`src/verilog/pftc_pkg.sv`:
```
// shared constants and types for the port fault and thermal control block
package pftc_pkg;
  // current limit codes, one step per decode entry; code 4 is the 1.6 A setting
  localparam logic [2:0] PFTC_LIMIT_CC_MAX      = 3'h4;   // highest code allowing constant current
  localparam logic [2:0] PFTC_LIMIT_RESET       = 3'h7;   // default limit, above the ceiling
  // fault mask time in ns and its cycle count at 100 MHz (rounded down, at least one)
  localparam int         PFTC_CLK_PERIOD_NS     = 10;
  localparam int         PFTC_MASK_TIME_NS      = 15000;
  localparam int         PFTC_MASK_CYCLES       = (PFTC_MASK_TIME_NS / PFTC_CLK_PERIOD_NS < 1) ? 1 :
                                                  PFTC_MASK_TIME_NS / PFTC_CLK_PERIOD_NS;
  localparam int         PFTC_MASK_W            = 16;
  // per-channel operating state
  typedef enum logic [1:0] {
    PFTC_OFF   = 2'b00,
    PFTC_TRIP  = 2'b01,
    PFTC_CC    = 2'b10,
    PFTC_ERROR = 2'b11
  } pftc_state_type;
endpackage : pftc_pkg

```
`src/verilog/pftc_sync.sv`:
```
// two-flop synchroniser for a bundle of asynchronous flags
`timescale 1ns/1ps
module pftc_sync #(
  parameter int WIDTH = 1
) (
  input  wire logic             clk_in,  // system clock
  input  wire logic             srst_in, // synchronous reset
  input  wire logic [WIDTH-1:0] d_in,    // asynchronous flags
  output logic      [WIDTH-1:0] q_out    // synchronised flags
);
  logic [WIDTH-1:0] meta;
  logic [WIDTH-1:0] next_meta;
  logic [WIDTH-1:0] next_q;

  // first stage is read only by the second stage
  always_comb begin
    next_meta = srst_in ? '0 : d_in;
    next_q    = srst_in ? '0 : meta;
  end

  always_ff @(posedge clk_in) begin
    meta  <= next_meta;
    q_out <= next_q;
  end
endmodule : pftc_sync

```
`src/verilog/pftc_top.sv`:
```
// per-port limit mode, mask timing and two-stage thermal shutdown control
//
// Function
// - constant current only above limit, limit at most 1.6A
// - constant current keeps switch closed at reduced voltage
// - stage1 heat in CC opens that channel, alerts
// - stage2 heat opens both switches regardless
// - ceiling current beyond mask time gives overcurrent error
// - low bus voltage beyond mask time: open, flag
// - CC allowed only when limit below ceiling
// - below ceiling: trip, then CC, trip on low voltage
// - above ceiling, default: trip opens switch on overlimit
// - CC lasts mask time, stage1 heat opens immediately
// - stage1 hot: enable edge or power-up gives error
// - stage1 error holds until below low hysteresis
// - stage2 event errors and alerts both channels
// - stage2 keeps both open until below high hysteresis
`timescale 1ns/1ps
module pftc_top
  import pftc_pkg::*;
#(
  parameter int NUM_PORTS   = 2,
  parameter int MASK_CYCLES = pftc_pkg::PFTC_MASK_CYCLES
) (
  input  wire logic                 clk_in,                     // 100 MHz clock
  input  wire logic                 srst_in,                    // synchronous reset, high
  input  wire logic [NUM_PORTS-1:0] port_power_request_in,      // per-port enable, active high
  input  wire logic [NUM_PORTS*3-1:0] port_current_limit_in,    // per-port limit code, 3 bits each
  input  wire logic [NUM_PORTS-1:0] over_limit_in,              // current above limit (async)
  input  wire logic [NUM_PORTS-1:0] at_ceiling_in,              // current at profile ceiling (async)
  input  wire logic [NUM_PORTS-1:0] vbus_low_in,                // bus below keep-out voltage (async)
  input  wire logic                 stage1_hot_in,              // die above stage1 threshold (async)
  input  wire logic                 stage1_cool_in,             // die below stage1 minus hyst (async)
  input  wire logic                 stage2_hot_in,              // die above stage2 threshold (async)
  input  wire logic                 stage2_cool_in,             // die below stage2 minus hyst (async)
  output logic      [NUM_PORTS-1:0] switch_close_out,           // close port switch
  output logic      [NUM_PORTS-1:0] cc_mode_out,                // port in constant current
  output logic      [NUM_PORTS-1:0] error_out,                  // port in error state
  output logic      [NUM_PORTS-1:0] overcurrent_flag_out,       // sticky overcurrent event
  output logic      [NUM_PORTS-1:0] keepout_flag_out,           // sticky keep-out violation
  output logic      [NUM_PORTS-1:0] thermal_flag_out,           // sticky thermal event
  output logic      [NUM_PORTS-1:0] alert_n_out,                // fault alert, active low
  output logic      [NUM_PORTS-1:0] alert_n_oe_out              // alert drive enable (open drain)
);
  import pftc_pkg::*;

  localparam int AW = 3 * NUM_PORTS + 4;

  // all analog flags pass the synchroniser before any logic
  logic [AW-1:0] async_flags;
  logic [AW-1:0] sync_flags;
  logic [NUM_PORTS-1:0] s_over, s_ceil, s_low;
  logic s_hot1, s_cool1, s_hot2, s_cool2;

  assign async_flags = {stage2_cool_in, stage2_hot_in, stage1_cool_in, stage1_hot_in,
                        vbus_low_in, at_ceiling_in, over_limit_in};
  assign {s_cool2, s_hot2, s_cool1, s_hot1, s_low, s_ceil, s_over} = sync_flags;

  pftc_sync #(
    .WIDTH (AW)
  ) u_sync (
    .clk_in  (clk_in),
    .srst_in (srst_in),
    .d_in    (async_flags),
    .q_out   (sync_flags)
  );

  // shared thermal latches: stage1 held until cooled past hysteresis, stage2 likewise
  logic stage1_latched, next_stage1_latched;
  logic stage2_latched, next_stage2_latched;

  always_comb begin
    next_stage1_latched = stage1_latched;
    next_stage2_latched = stage2_latched;
    if (s_hot1) begin
      next_stage1_latched = 1'b1;
    end else if (s_cool1) begin
      next_stage1_latched = 1'b0;
    end
    if (s_hot2) begin
      next_stage2_latched = 1'b1;
    end else if (s_cool2) begin
      next_stage2_latched = 1'b0;
    end
    if (srst_in) begin
      next_stage1_latched = 1'b0;
      next_stage2_latched = 1'b0;
    end
  end

  always_ff @(posedge clk_in) begin
    stage1_latched <= next_stage1_latched;
    stage2_latched <= next_stage2_latched;
  end

  // power-up settle: requests wait until the synchronisers and thermal latches carry real
  // levels, otherwise a die already hot at power-up would slip past the refusal
  localparam logic [1:0] SETTLE_DONE = 2'h3;
  logic [1:0] settle_cnt, next_settle_cnt;
  logic       powered;
  always_comb begin
    next_settle_cnt = (settle_cnt == SETTLE_DONE) ? settle_cnt : settle_cnt + 2'h1;
    if (srst_in) begin
      next_settle_cnt = 2'h0;
    end
  end
  always_ff @(posedge clk_in) begin
    settle_cnt <= next_settle_cnt;
  end
  assign powered = (settle_cnt == SETTLE_DONE);

  // one independent state machine per port
  genvar g;
  generate
    for (g = 0; g < NUM_PORTS; g++) begin : g_port
      pftc_state_type     state, next_state;
      logic [PFTC_MASK_W-1:0] ceil_cnt, next_ceil_cnt;
      logic [PFTC_MASK_W-1:0] low_cnt, next_low_cnt;
      logic               req_d, next_req_d;
      logic               oc_f, next_oc_f, ko_f, next_ko_f, th_f, next_th_f;
      logic               cc_ok, req_rise, ceil_done, low_done, thermal_err;
      logic [2:0]         lim;

      assign lim       = port_current_limit_in[g*3 +: 3];
      assign cc_ok     = (lim <= PFTC_LIMIT_CC_MAX);
      assign req_rise  = port_power_request_in[g] && !req_d;
      assign ceil_done = (ceil_cnt >= PFTC_MASK_W'(MASK_CYCLES));
      assign low_done  = (low_cnt >= PFTC_MASK_W'(MASK_CYCLES));
      // reset clears win over hardware sets in every flag below
      assign thermal_err = stage2_latched || (state == PFTC_CC && s_hot1);

      always_comb begin
        next_state    = state;
        next_req_d    = powered && port_power_request_in[g]; // held low until settled: power-up reads as a rise
        next_oc_f     = oc_f;
        next_ko_f     = ko_f;
        next_th_f     = th_f;
        // mask timers run while the condition holds, saturating once done
        next_ceil_cnt = (state == PFTC_CC && s_ceil[g] && !ceil_done) ? ceil_cnt + 1'b1 :
                        (state == PFTC_CC && s_ceil[g]) ? ceil_cnt : '0;
        next_low_cnt  = (state == PFTC_CC && s_low[g] && !low_done) ? low_cnt + 1'b1 :
                        (state == PFTC_CC && s_low[g]) ? low_cnt : '0;
        unique case (state)
          PFTC_OFF: begin
            if (powered && req_rise && (stage1_latched || stage2_latched)) begin
              next_state = PFTC_ERROR;
              next_th_f  = 1'b1;
            end else if (powered && port_power_request_in[g]) begin
              next_state = PFTC_TRIP;
            end
          end
          PFTC_TRIP: begin
            if (!port_power_request_in[g]) begin
              next_state = PFTC_OFF;
            end else if (stage2_latched) begin
              next_state = PFTC_ERROR;
              next_th_f  = 1'b1;
            end else if (s_over[g] && cc_ok) begin
              next_state = PFTC_CC;
            end else if (s_over[g]) begin
              next_state = PFTC_ERROR;
              next_oc_f  = 1'b1;
            end
          end
          PFTC_CC: begin
            // switch stays closed here at reduced voltage
            if (!port_power_request_in[g]) begin
              next_state = PFTC_OFF;
            end else if (thermal_err) begin
              next_state = PFTC_ERROR;
              next_th_f  = 1'b1;
            end else if (low_done) begin
              next_state = PFTC_ERROR;
              next_ko_f  = 1'b1;
            end else if (ceil_done) begin
              next_state = PFTC_ERROR;
              next_oc_f  = 1'b1;
            end else if (!s_over[g] && !s_ceil[g] && !s_low[g]) begin
              next_state = PFTC_TRIP;
            end
          end
          PFTC_ERROR: begin
            // leave only when request drops and no thermal latch holds
            if (!port_power_request_in[g] && !stage1_latched && !stage2_latched) begin
              next_state = PFTC_OFF;
              next_oc_f  = 1'b0;
              next_ko_f  = 1'b0;
              next_th_f  = 1'b0;
            end
          end
        endcase
        if (stage2_latched && state != PFTC_ERROR) begin
          next_state = PFTC_ERROR;
          next_th_f  = 1'b1;
        end
        if (srst_in) begin
          next_state    = PFTC_OFF;
          next_ceil_cnt = '0;
          next_low_cnt  = '0;
          next_req_d    = 1'b0;
          next_oc_f     = 1'b0;
          next_ko_f     = 1'b0;
          next_th_f     = 1'b0;
        end
      end

      always_ff @(posedge clk_in) begin
        state    <= next_state;
        ceil_cnt <= next_ceil_cnt;
        low_cnt  <= next_low_cnt;
        req_d    <= next_req_d;
        oc_f     <= next_oc_f;
        ko_f     <= next_ko_f;
        th_f     <= next_th_f;
      end

      // registered outputs derived from next state so they track state exactly
      logic next_close, next_cc, next_err;
      always_comb begin
        next_close = (next_state == PFTC_TRIP) || (next_state == PFTC_CC);
        next_cc    = (next_state == PFTC_CC);
        next_err   = (next_state == PFTC_ERROR);
      end
      always_ff @(posedge clk_in) begin
        switch_close_out[g]     <= next_close;
        cc_mode_out[g]          <= next_cc;
        error_out[g]            <= next_err;
        overcurrent_flag_out[g] <= next_oc_f;
        keepout_flag_out[g]     <= next_ko_f;
        thermal_flag_out[g]     <= next_th_f;
        alert_n_out[g]          <= 1'b0;                        // pin only ever pulled low
        alert_n_oe_out[g]       <= next_err;
      end
    end
  endgenerate
endmodule : pftc_top
```
`config.mk`:
```
export PLATFORM = sky130hd
export DESIGN_NAME = pftc_top
export DESIGN_NICKNAME = d
export VERILOG_FILES = /design/src/verilog/pftc_pkg.sv /design/src/verilog/pftc_sync.sv /design/src/verilog/pftc_top.sv
export SDC_FILE = /design/constraint.sdc
export NUM_CORES = 1
export LEC_CHECK = 0
export BUFFER_PORTS_ARGS = -buffer_cell sky130_fd_sc_hd__clkbuf_2
export CORE_MARGIN = 2
export CORE_UTILIZATION = 31
export CTS_CLUSTER_DIAMETER = 40
export DETAILED_ROUTE_END_ITERATION = 8
export GPL_ROUTABILITY_DRIVEN = 0
export SLEW_MARGIN = 20
export SYNTH_ARGS = -nofsm -noshare
export SYNTH_HDL_FRONTEND = slang
export SYNTH_HIERARCHICAL = 1
export SYNTH_SLANG_ARGS = --single-unit
export TNS_END_PERCENT = 10
```
`constraint.sdc`:
```
create_clock -name clk_in -period 1.9 [get_ports clk_in]
set_input_delay 0.38 -clock clk_in [delete_from_list [all_inputs] [get_ports clk_in]]
set_output_delay 0.38 -clock clk_in [all_outputs]
set_load 0.02 [all_outputs]
```
Word level (Yosys, flattened, before mapping)
Cells that the tools add are included.
Cells by class
  multiplexer cells: 83
  order comparisons: 6
  divide/modulo/power cells: 0
  shift-type cells: 0
  equal/unequal tests: 51
  add/subtract/negate cells: 5
  multiply operators: 0
  bitwise operators: 0
  reduce and logical (&&, ||, !) cells: 65
Operators with widths (number)
  16-bit 2-to-1 mux: 8
  16-bit by 1-bit adder with 16-bit output, second input constant: 4
  16-bit by 11-bit greater-or-equal comparator with 1-bit output, second input constant: 4
  2-bit 2-to-1 mux: 28
  2-bit != test, second input constant: 20
  1-bit 2-to-1 mux: 39
  1-bit logical AND: 30
  3-bit != test, second input constant: 8
  10-bit AND reduction: 2
  2-bit equality test, second input constant: 9
  1-bit logical NOT: 16
  2-bit case mux with 4 select lines: 2
  2-bit by 1-bit != test with 1-bit output, second input constant: 6
  3-bit by 2-bit != test with 1-bit output, second input constant: 4
  6-bit AND reduction: 2
  5-bit AND reduction: 2
  2-bit by 1-bit equality test with 1-bit output, second input constant: 4
  1-bit case mux with 4 select lines: 2
  2-bit nonzero test: 4
  3-bit <= comparator, second input constant: 2
  1-bit case mux with 3 select lines: 2
  3-bit nonzero test: 2
  1-bit logical OR: 5
  2-bit logical NOT: 2
  other kinds (2): 3
Word-level totals
  latch bits: 0
  memories: 0
  memory bits (read-only): 0
  input port bits: 20
  register bits: 106
  memory bits (writable): 0

Depth between registers and ports, before layout
Gate-level depths: netlist (run 1).
  depth after elaboration: 13
  depth in mapped cells: 9

By module
The synthesis (run 1) kept the hierarchy.
Modules (own cells, without submodules)
  pftc_top: seq. area each 1721.7 sq um, area an instance 3912.5 sq um, cells an instance 446, instances 1
  pftc_sync: seq. area each 400.4 sq um, area an instance 618.1 sq um, cells an instance 42, instances 1

Least setup slack after synthesis (run 1)
No wires, ideal clock.
  path type: flip-flop to flip-flop
  start point: register g_port[1].ceil_cnt[11]
  end point: register switch_close_out[1]
  stages on the path, launching flop included: 8
  path slack: 0.027 ns
  clock period less this slack: 1.873 ns
  arrival time: 1.764 ns
  cell sequence: dfxtp_1 > nor4_2 > nand2_1 > nor2_1 > nand3_1 > a311o_1 > ha_1 > inv_1
Between the ends
  cells in the longest elaborated chain, start to end: 10
  elaborated cells between the ends (all ways): 11
  those cells by class: order compare (1); eq/ne (2); mux (7); reduce/logical (1)
RTL lines
  start, declared: line pftc_top.sv:117  | logic [PFTC_MASK_W-1:0] ceil_cnt, next_ceil_cnt;
  start signal, assigned: line pftc_top.sv:209  | ceil_cnt <= next_ceil_cnt;
  16-bit by 11-bit greater-or-equal comparator with 1-bit output (*): line pftc_top.sv:127  | assign ceil_done = (ceil_cnt >= PFTC_MASK_W'(MASK_CYCLES));
  2-bit 2-to-1 mux (*): line pftc_top.sv:175  | end else if (ceil_done) begin
  2-bit 2-to-1 mux (*): line pftc_top.sv:172  | end else if (low_done) begin
  2-bit 2-to-1 mux (*): line pftc_top.sv:169  | end else if (thermal_err) begin
  2-bit 2-to-1 mux (*): line pftc_top.sv:167  | if (!port_power_request_in[g]) begin
  2-bit case mux with 4 select lines (*): line pftc_top.sv:143  | unique case (state)
  2-bit 2-to-1 mux (*): line pftc_top.sv:192  | if (stage2_latched && state != PFTC_ERROR) begin
  2-bit 2-to-1 mux (*): line pftc_top.sv:196  | if (srst_in) begin
  net g_port[1].next_state[1]: line pftc_top.sv:116  | pftc_state_type state, next_state;
  2-bit by 1-bit equality test with 1-bit output or 2-bit equality test (tied branches): line pftc_top.sv:220  | next_close = (next_state == PFTC_TRIP) || (next_state == PFTC_CC);
  1-bit logical OR (*): line pftc_top.sv:220
  net g_port[1].next_close: line pftc_top.sv:218  | logic next_close, next_cc, next_err;
  end signal, assigned by index: line pftc_top.sv:225  | switch_close_out[g] <= next_close;
  end, declared: line pftc_top.sv:36  | output logic [NUM_PORTS-1:0] switch_close_out,
Mark *: on every way through the listed nets, which the timed path passes. The rest lies on a longest branch.
A chain may end at the register's enable or synchronous reset.

Worst setup path in the final report (run 1)
  start point: register g_port[0].low_cnt[14]
  end point: register alert_n_oe_out[0]
Between the ends
  cells in the longest elaborated chain, start to end: 8
RTL lines
  start, declared: line pftc_top.sv:118  | logic [PFTC_MASK_W-1:0] low_cnt, next_low_cnt;
  start signal, assigned: line pftc_top.sv:210  | low_cnt <= next_low_cnt;
  16-bit by 11-bit greater-or-equal comparator with 1-bit output: line pftc_top.sv:128  | assign low_done = (low_cnt >= PFTC_MASK_W'(MASK_CYCLES));
  2-bit 2-to-1 mux: line pftc_top.sv:172
  2-bit 2-to-1 mux: line pftc_top.sv:169
  2-bit 2-to-1 mux: line pftc_top.sv:167
  2-bit case mux with 4 select lines: line pftc_top.sv:143
  2-bit 2-to-1 mux: line pftc_top.sv:192
  2-bit 2-to-1 mux: line pftc_top.sv:196
  net g_port[0].next_state[0]: line pftc_top.sv:116
  2-bit equality test: line pftc_top.sv:222  | next_err = (next_state == PFTC_ERROR);
  net g_port[0].next_err: line pftc_top.sv:218
  end signal, assigned by index: line pftc_top.sv:232  | alert_n_oe_out[g] <= next_err;
  end, declared: line pftc_top.sv:43  | output logic [NUM_PORTS-1:0] alert_n_oe_out
The timed path passes the listed nets, and every way through them passes these cells.

==> flow_summary.yaml, run 1 <==
status:
  status: "finished clean"
sta:
  rsz0062_at_grt: "yes"
  drv_slew: 0
  fin_crit_ps: 1820
  fin_crit_sh: 0.960
  slew_headroom: 0.588
  setup_viol: 0
  skew_ps: 7.82
  worst_slack_ps: 75.6
  finalHoldViolCount: 0
  finalSetupTns_ps: 0
  clock.fmax_mhz: 548
  tightest_slew_ps: 609
layout:
  area_growth_syn_to_layout_pct: 16.8
  final_cell_mix: "103 x dfxtp_1, 50 x nor2_1, 33 x clkbuf_2"
  final_nets: 559
  num_antenna_cells: 0
  layout_commonest_cell: "dfxtp_1"
  fin_area_sq_um: 5290
  drive_gt1_frac: 0.211
hold_path:
  hp-class: "in -> reg"
critical_path:
  start_kind: "flop"
  critical_path_required_ps: 2140
  r2r_setup_slack_ps: 80
  worst-path-max-fanout: 3
  critPathCaptureType: "flop"
  slowest_delay_ps: 350
  crit_type: "reg -> reg"
  cp.arrival_ps: 2060
  path_cells: "nor4_4 -> o211ai_2 -> nor4_1 -> nor2_1 -> a311o_1 -> ha_1"
  cpMaxStageDelayCell: "a311o_1"
synthesis:
  ys_ff_latch: 106
  synth_warnings: 6
  synth.distinct_cells: 59
  synthesis.area_sq_um: 4530
  synth_enable_flop_cells: 0
  syn_inst: 488
  synth_flop_cell: "dfxtp_1"
  async_reset_ff_frac: 0
  syn_area_per_cell_sq_um: 9.28
  synth-seq-area-share: 0.468
pwr:
  vdd_drop_max_mv: 0.558
  power.switching_w: 0.00101
  p_int_w: 0.00346
  finalPower_w: 0.00446
  power_frac_seq: 0.519
  p_leak_nw: 2.02
  power_frac_comb: 0.057
  swShare: 0.225
  pwr-share-clk: 0.424
  p_per_area_nw_per_um2: 843
floorplanning:
  die_x_um: 125
  num_rows: 44
  fp.dieH_um: 125
  start_util: 0.314
  num_io_pins: 36
  coreArea_sq_um: 14400
  dieArea_sq_um: 15600
clock_tree:
  cts-root-buf: "clkbuf_16"
  htree_levels: 3
  cts.sinks: 106
  clockBufferDepth: 2
  cts_buffers: 9
  clock_latency_ps: 350
  clkSlewWorstSetupHoldPaths_ps: 70
  cts_tree: "built"
global_route:
  overflow: 0
  grt_max_degree: 18
  antenna_found_initial: 0
  groute.usage.overall: 0.118
  grt_pass1_vias: 3299
  grt_pass1_wl_um: 15300
detailed_routing:
  drtAntennaViolNets: 0
  drc_errors: 0
  drt-total-wl_um: 8890
  viasPerCell: 4.82
  drt_iter0_drc: 214
  vias: 3447
  wire_per_inst_um: 12.4
  dr.pass1.iters: 4
place:
  place_area_sq_um: 4910
  dp_hpwl_um: 6370
  port_buffers: 33
  dpl_worst_slack_ps: -1.35
run:
  drv_cap: 0
-- layout make-up --
class | instances | area [sq um]
multi-input cells | 331 | 2210
clock inverters | 5 | 61.3
clock buffers | 11 | 243
repair buffers | 56 | 338
well taps | 184 | 230
flip-flops and latches | 106 | 2130
inverters | 22 | 82.6
fillers | 1436 | 9130
-- stage by stage --
step,std cells,util,hold slack [ps]
floorplan,489,-,413
global placement,696,0.340,422
detailed placement,696,0.340,424
CTS,712,0.362,226
global route,715,0.367,227
finish,715,0.367,242
-- timing repair --
| action | 4_1_cts | 5_1_grt |
|---|---|---|
| hold endpoints to repair | 0 | 0 |
| endpoints found under the setup margin | 1 | 10 |
| setup buffers | 0 | 3 |
| pin swaps | 0 | 4 |
| hold buffers | 0 | 0 |
| resized for setup | 1 | 12 |
-- synthesized netlist by cell type (2+ instances only) --
library cell    n  area, sq um
nor4bb_1        2         20.0
nor3_1         13         65.1
a21oi_1        23          115
a41oi_1         2         17.5
a31oi_1        10         62.6
nor2b_1         2         12.5
nor2_1         52          195
a21o_1          3         22.5
a311o_1         2         20.0
or3_1           5         31.3
xnor2_1        26          228
nor3b_1         2         15.0
nor2b_4         4         55.1
nor4_4          2         42.5
buf_4          11         82.6
o31ai_1         3         22.5
nand2b_1        3         18.8
ha_1           13          163
nor4_2          2         25.0
and3_1         27          169
nand2_1        28          105
inv_1          22         82.6
nor2b_2        16          140
xor2_1          7         61.3
nand3_1        18         90.1
dfxtp_1       106         2120
o21a_1          3         22.5
o21ai_0        13         65.1
o22ai_1         2         12.5
nand4_1         8         50.1
and2_1          2         12.5
nand3b_1        2         15.0
clkbuf_1       16         60.1
mux2i_1         2         20.0
buf_6           2         22.5
nor4_1         11         68.8
-- critical path, delay by kind of cell (launching register included) --
| kind | cells | cell delay [ps] |
|---|---|---|
| compound gates | 2 | 490 |
| flops | 1 | 340 |
| fa+ha+maj | 1 | 210 |
| simple gates | 3 | 670 |
-- power groups by stage --
stage          registers [W]  clock network [W]  logic [W]
6_report             0.00232            0.00189   0.000253
3_3_place_gp         0.00236                  0   0.000232
5_1_grt              0.00232            0.00204   0.000281
4_1_cts              0.00231            0.00195   0.000243
3_5_place_dp         0.00236                  0   0.000241
2_1_floorplan        0.00235                  0   0.000176
-- per-layer routing --
metal | part of all wire | GRT usage | vias up
met5 | 0 | 0 | -
met4 | 0.0098 | 0.0373 | 0
met3 | 0.043 | 0.0374 | 10
met2 | 0.49 | 0.195 | 65
met1 | 0.46 | 0.148 | 1622
li1 | - | - | 1750
-- registers in the layout, indices dropped and copies added, names as in the netlist, 4 cells and up --
signal	cells
g_port.low_cnt	32
u_sync/meta	10
g_port.state	4
u_sync/q_out	10
g_port.ceil_cnt	32
-- cell families after synthesis --
| family | synth area share |
|---|---|
| and+or+nand+nor | 0.267 |
| DFF | 0.468 |
| AOI/OAI and AO/OA | 0.104 |
| buffers and inverters | 0.0558 |
| xor gates and xnor gates | 0.0638 |
| adders and majority gates | 0.0359 |
| muxes | 0.00442 |
| other | 0.000828 |
-- final timing paths --
check | end | from | cells after the start
min | u_sync/meta[3] | at_ceiling_in[1] | 2
max reg2reg | alert_n_oe_out[0] | g_port[0].low_cnt[14] | 6
min reg2reg | stage2_latched | u_sync/q_out[8] | 2
max | alert_n_oe_out[0] | g_port[0].low_cnt[14] | 6
No activity file was read; power rests on OpenSTA's default activity.
==> run 2: changes to the inputs <==
--- a/config.mk
+++ b/config.mk
@@ -8,6 +8,7 @@
 export BUFFER_PORTS_ARGS = -buffer_cell sky130_fd_sc_hd__clkbuf_2
 export CORE_MARGIN = 2
 export CORE_UTILIZATION = 31
+export CTS_BUF_LIST = sky130_fd_sc_hd__clkbuf_4
 export CTS_CLUSTER_DIAMETER = 40
 export DETAILED_ROUTE_END_ITERATION = 8
 export GPL_ROUTABILITY_DRIVEN = 0
==> flow_summary.yaml, run 2 (synthesis results as in run 1) <==
sta:
  skew_ps: 18.3
  drv_slew: 0
  slew_headroom: 0.600
  tightest_slew_ps: 592
  rsz0062_at_grt: "yes"
  clock.fmax_mhz: 553
  setup_viol: 0
  finalHoldViolCount: 0
  fin_crit_sh: 0.951
  fin_crit_ps: 1810
  finalSetupTns_ps: 0
  hold_slack_ps: 112
layout:
  layout_commonest_cell: "dfxtp_1"
  utilization: 0.356
  final_nets: 560
  fill_cells: 1472
  area_growth_syn_to_layout_pct: 13.3
  fin_area_sq_um: 5130
  reg_top3: "g_port.ceil_cnt: 32 flops, g_port.low_cnt: 32 flops"
  num_antenna_cells: 0
  drive_gt1_frac: 0.220
  final_cell_mix: "99 x dfxtp_1, 50 x nor2_1, 33 x clkbuf_2"
place:
  place_area_sq_um: 4910
  port_buffers: 33
  dp_hpwl_um: 6370
detailed_routing:
  viasPerCell: 4.81
  drtAntennaViolNets: 0
  wire_per_inst_um: 12.3
  drc_errors: 0
  dr.pass1.iters: 4
  drt_iter0_drc: 211
  vias: 3443
  drt-total-wl_um: 8780
clock_tree:
  cts-root-buf: "clkbuf_4"
  htree_levels: 3
  cts_buffers: 9
  cts.sinks: 106
  clockBufferDepth: 2
  cts_tree: "built"
  clock_latency_ps: 480
  hold_buffers: 0
  clkSlewWorstSetupHoldPaths_ps: 160
critical_path:
  slowest_delay_ps: 370
  critPathCaptureType: "flop"
  critical_path_required_ps: 2280
  cp.arrival_ps: 2180
  worst-path-max-fanout: 3
  r2r_cells: 6
  path_cells: "nor4_4 -> o211ai_2 -> nor4_1 -> nor2_1 -> a311o_1 -> ha_1"
  crit_type: "reg -> reg"
  rr_endpoint: "alert_n_oe_out[0]"
  r2r-start: "g_port[0].low_cnt[12]"
  cpMaxStageDelayCell: "dfxtp_2"
  r2r_setup_slack_ps: 90
  start_kind: "flop"
global_route:
  overflow: 0
  grt_max_degree: 18
  antenna_found_initial: 0
  grt_pass1_wl_um: 15200
  grt_pass1_vias: 3296
  groute.usage.overall: 0.117
pwr:
  p_leak_nw: 1.95
  p_per_area_nw_per_um2: 726
  vdd_drop_max_mv: 0.355
floorplanning:
  die_x_um: 125
  num_io_pins: 36
  num_rows: 44
  coreArea_sq_um: 14400
  fp.dieH_um: 125
  start_util: 0.314
  dieArea_sq_um: 15600
hold_path:
  holdPathStages: 2
  hp-class: "in -> reg"
  worstHoldStart: "at_ceiling_in[0]"
  whs_endpoint: "u_sync/meta[2]"
run:
  drv_cap: 0
status:
  status: "finished clean"
## run 2: cell count changes in the layout (fill, tap and decap cells not counted), sizes merged
cell | previous run | this run
buf | 23 | 24
clkinv | 2 | 3
clkbuf | 44 | 43
## run 2: cell type report
class / instances / area (sq um) / area share
timing repair buffer: 57 / 345 / 0.0673
sequential: 106 / 2130 / 0.415
tap: 184 / 230 / 0.0448
inverter: 22 / 82.6 / 0.0161
clock inverter: 6 / 65.1 / 0.0127
multi-input combinational: 331 / 2210 / 0.430
clock buffer: 10 / 75.1 / 0.0146
## run 2: layer usage
layer  up-vias  global-route usage  wire length, um
li1       1754                   -                -
met1      1614               0.145             4090
met2        68               0.195             4170
met3         7              0.0395              430
met4         0              0.0340               88
met5         -                   0                0
## run 2: worst max path at each step
stage / slack [ps] / endpoint / from
3_3_place_gp: 70 / switch_close_out[1] / g_port[1].low_cnt[11]
5_1_grt: -10 / alert_n_oe_out[0] / g_port[0].low_cnt[14]
3_5_place_dp: -1 / switch_close_out[1] / g_port[1].low_cnt[11]
6_report: 90 / alert_n_oe_out[0] / g_port[0].low_cnt[12]
4_1_cts: 9 / switch_close_out[1] / g_port[1].low_cnt[11]
2_1_floorplan: 30 / switch_close_out[1] / g_port[1].ceil_cnt[11]
## run 2: worst max-delay path: cells and delay by family (launching register included)
kind | cells | cell delay, ps
and+or+nand+nor | 3 | 640
AOI/OAI and AO/OA | 2 | 490
DFF | 1 | 370
adders and majority gates | 1 | 210
## run 2: what timing repair did
item / in CTS / in global routing
pin swaps: 0 / 6
buffers inserted: 0 / 4
setup endpoints to repair: 1 / 9
endpoints found under the hold margin: 0 / 0
resized for setup: 1 / 15
## run 2: where the power goes
| group | leakage, nW | switching, W | total, W | internal (W) |
|---|---|---|---|---|
| clock network | 0.0788 | 0.000737 | 0.00116 | 0.000423 |
| registers | 0.863 | 0.0000423 | 0.00232 | 0.00228 |
| logic | 1.01 | 0.000135 | 0.000249 | 0.000114 |
| total | 1.95 | 0.000915 | 0.00373 | 0.00281 |
## run 2: metrics by stage
| step | setup WS (ps) | std cells | total power, W |
|---|---|---|---|
| global placement | 68.7 | 696 | 0.00259 |
| detailed placement | -1.35 | 696 | 0.00260 |
| global route | -11.3 | 716 | 0.00391 |
| floorplan | 27.0 | 489 | 0.00253 |
| finish | 92.8 | 716 | 0.00373 |
| CTS | 9.18 | 712 | 0.00377 |
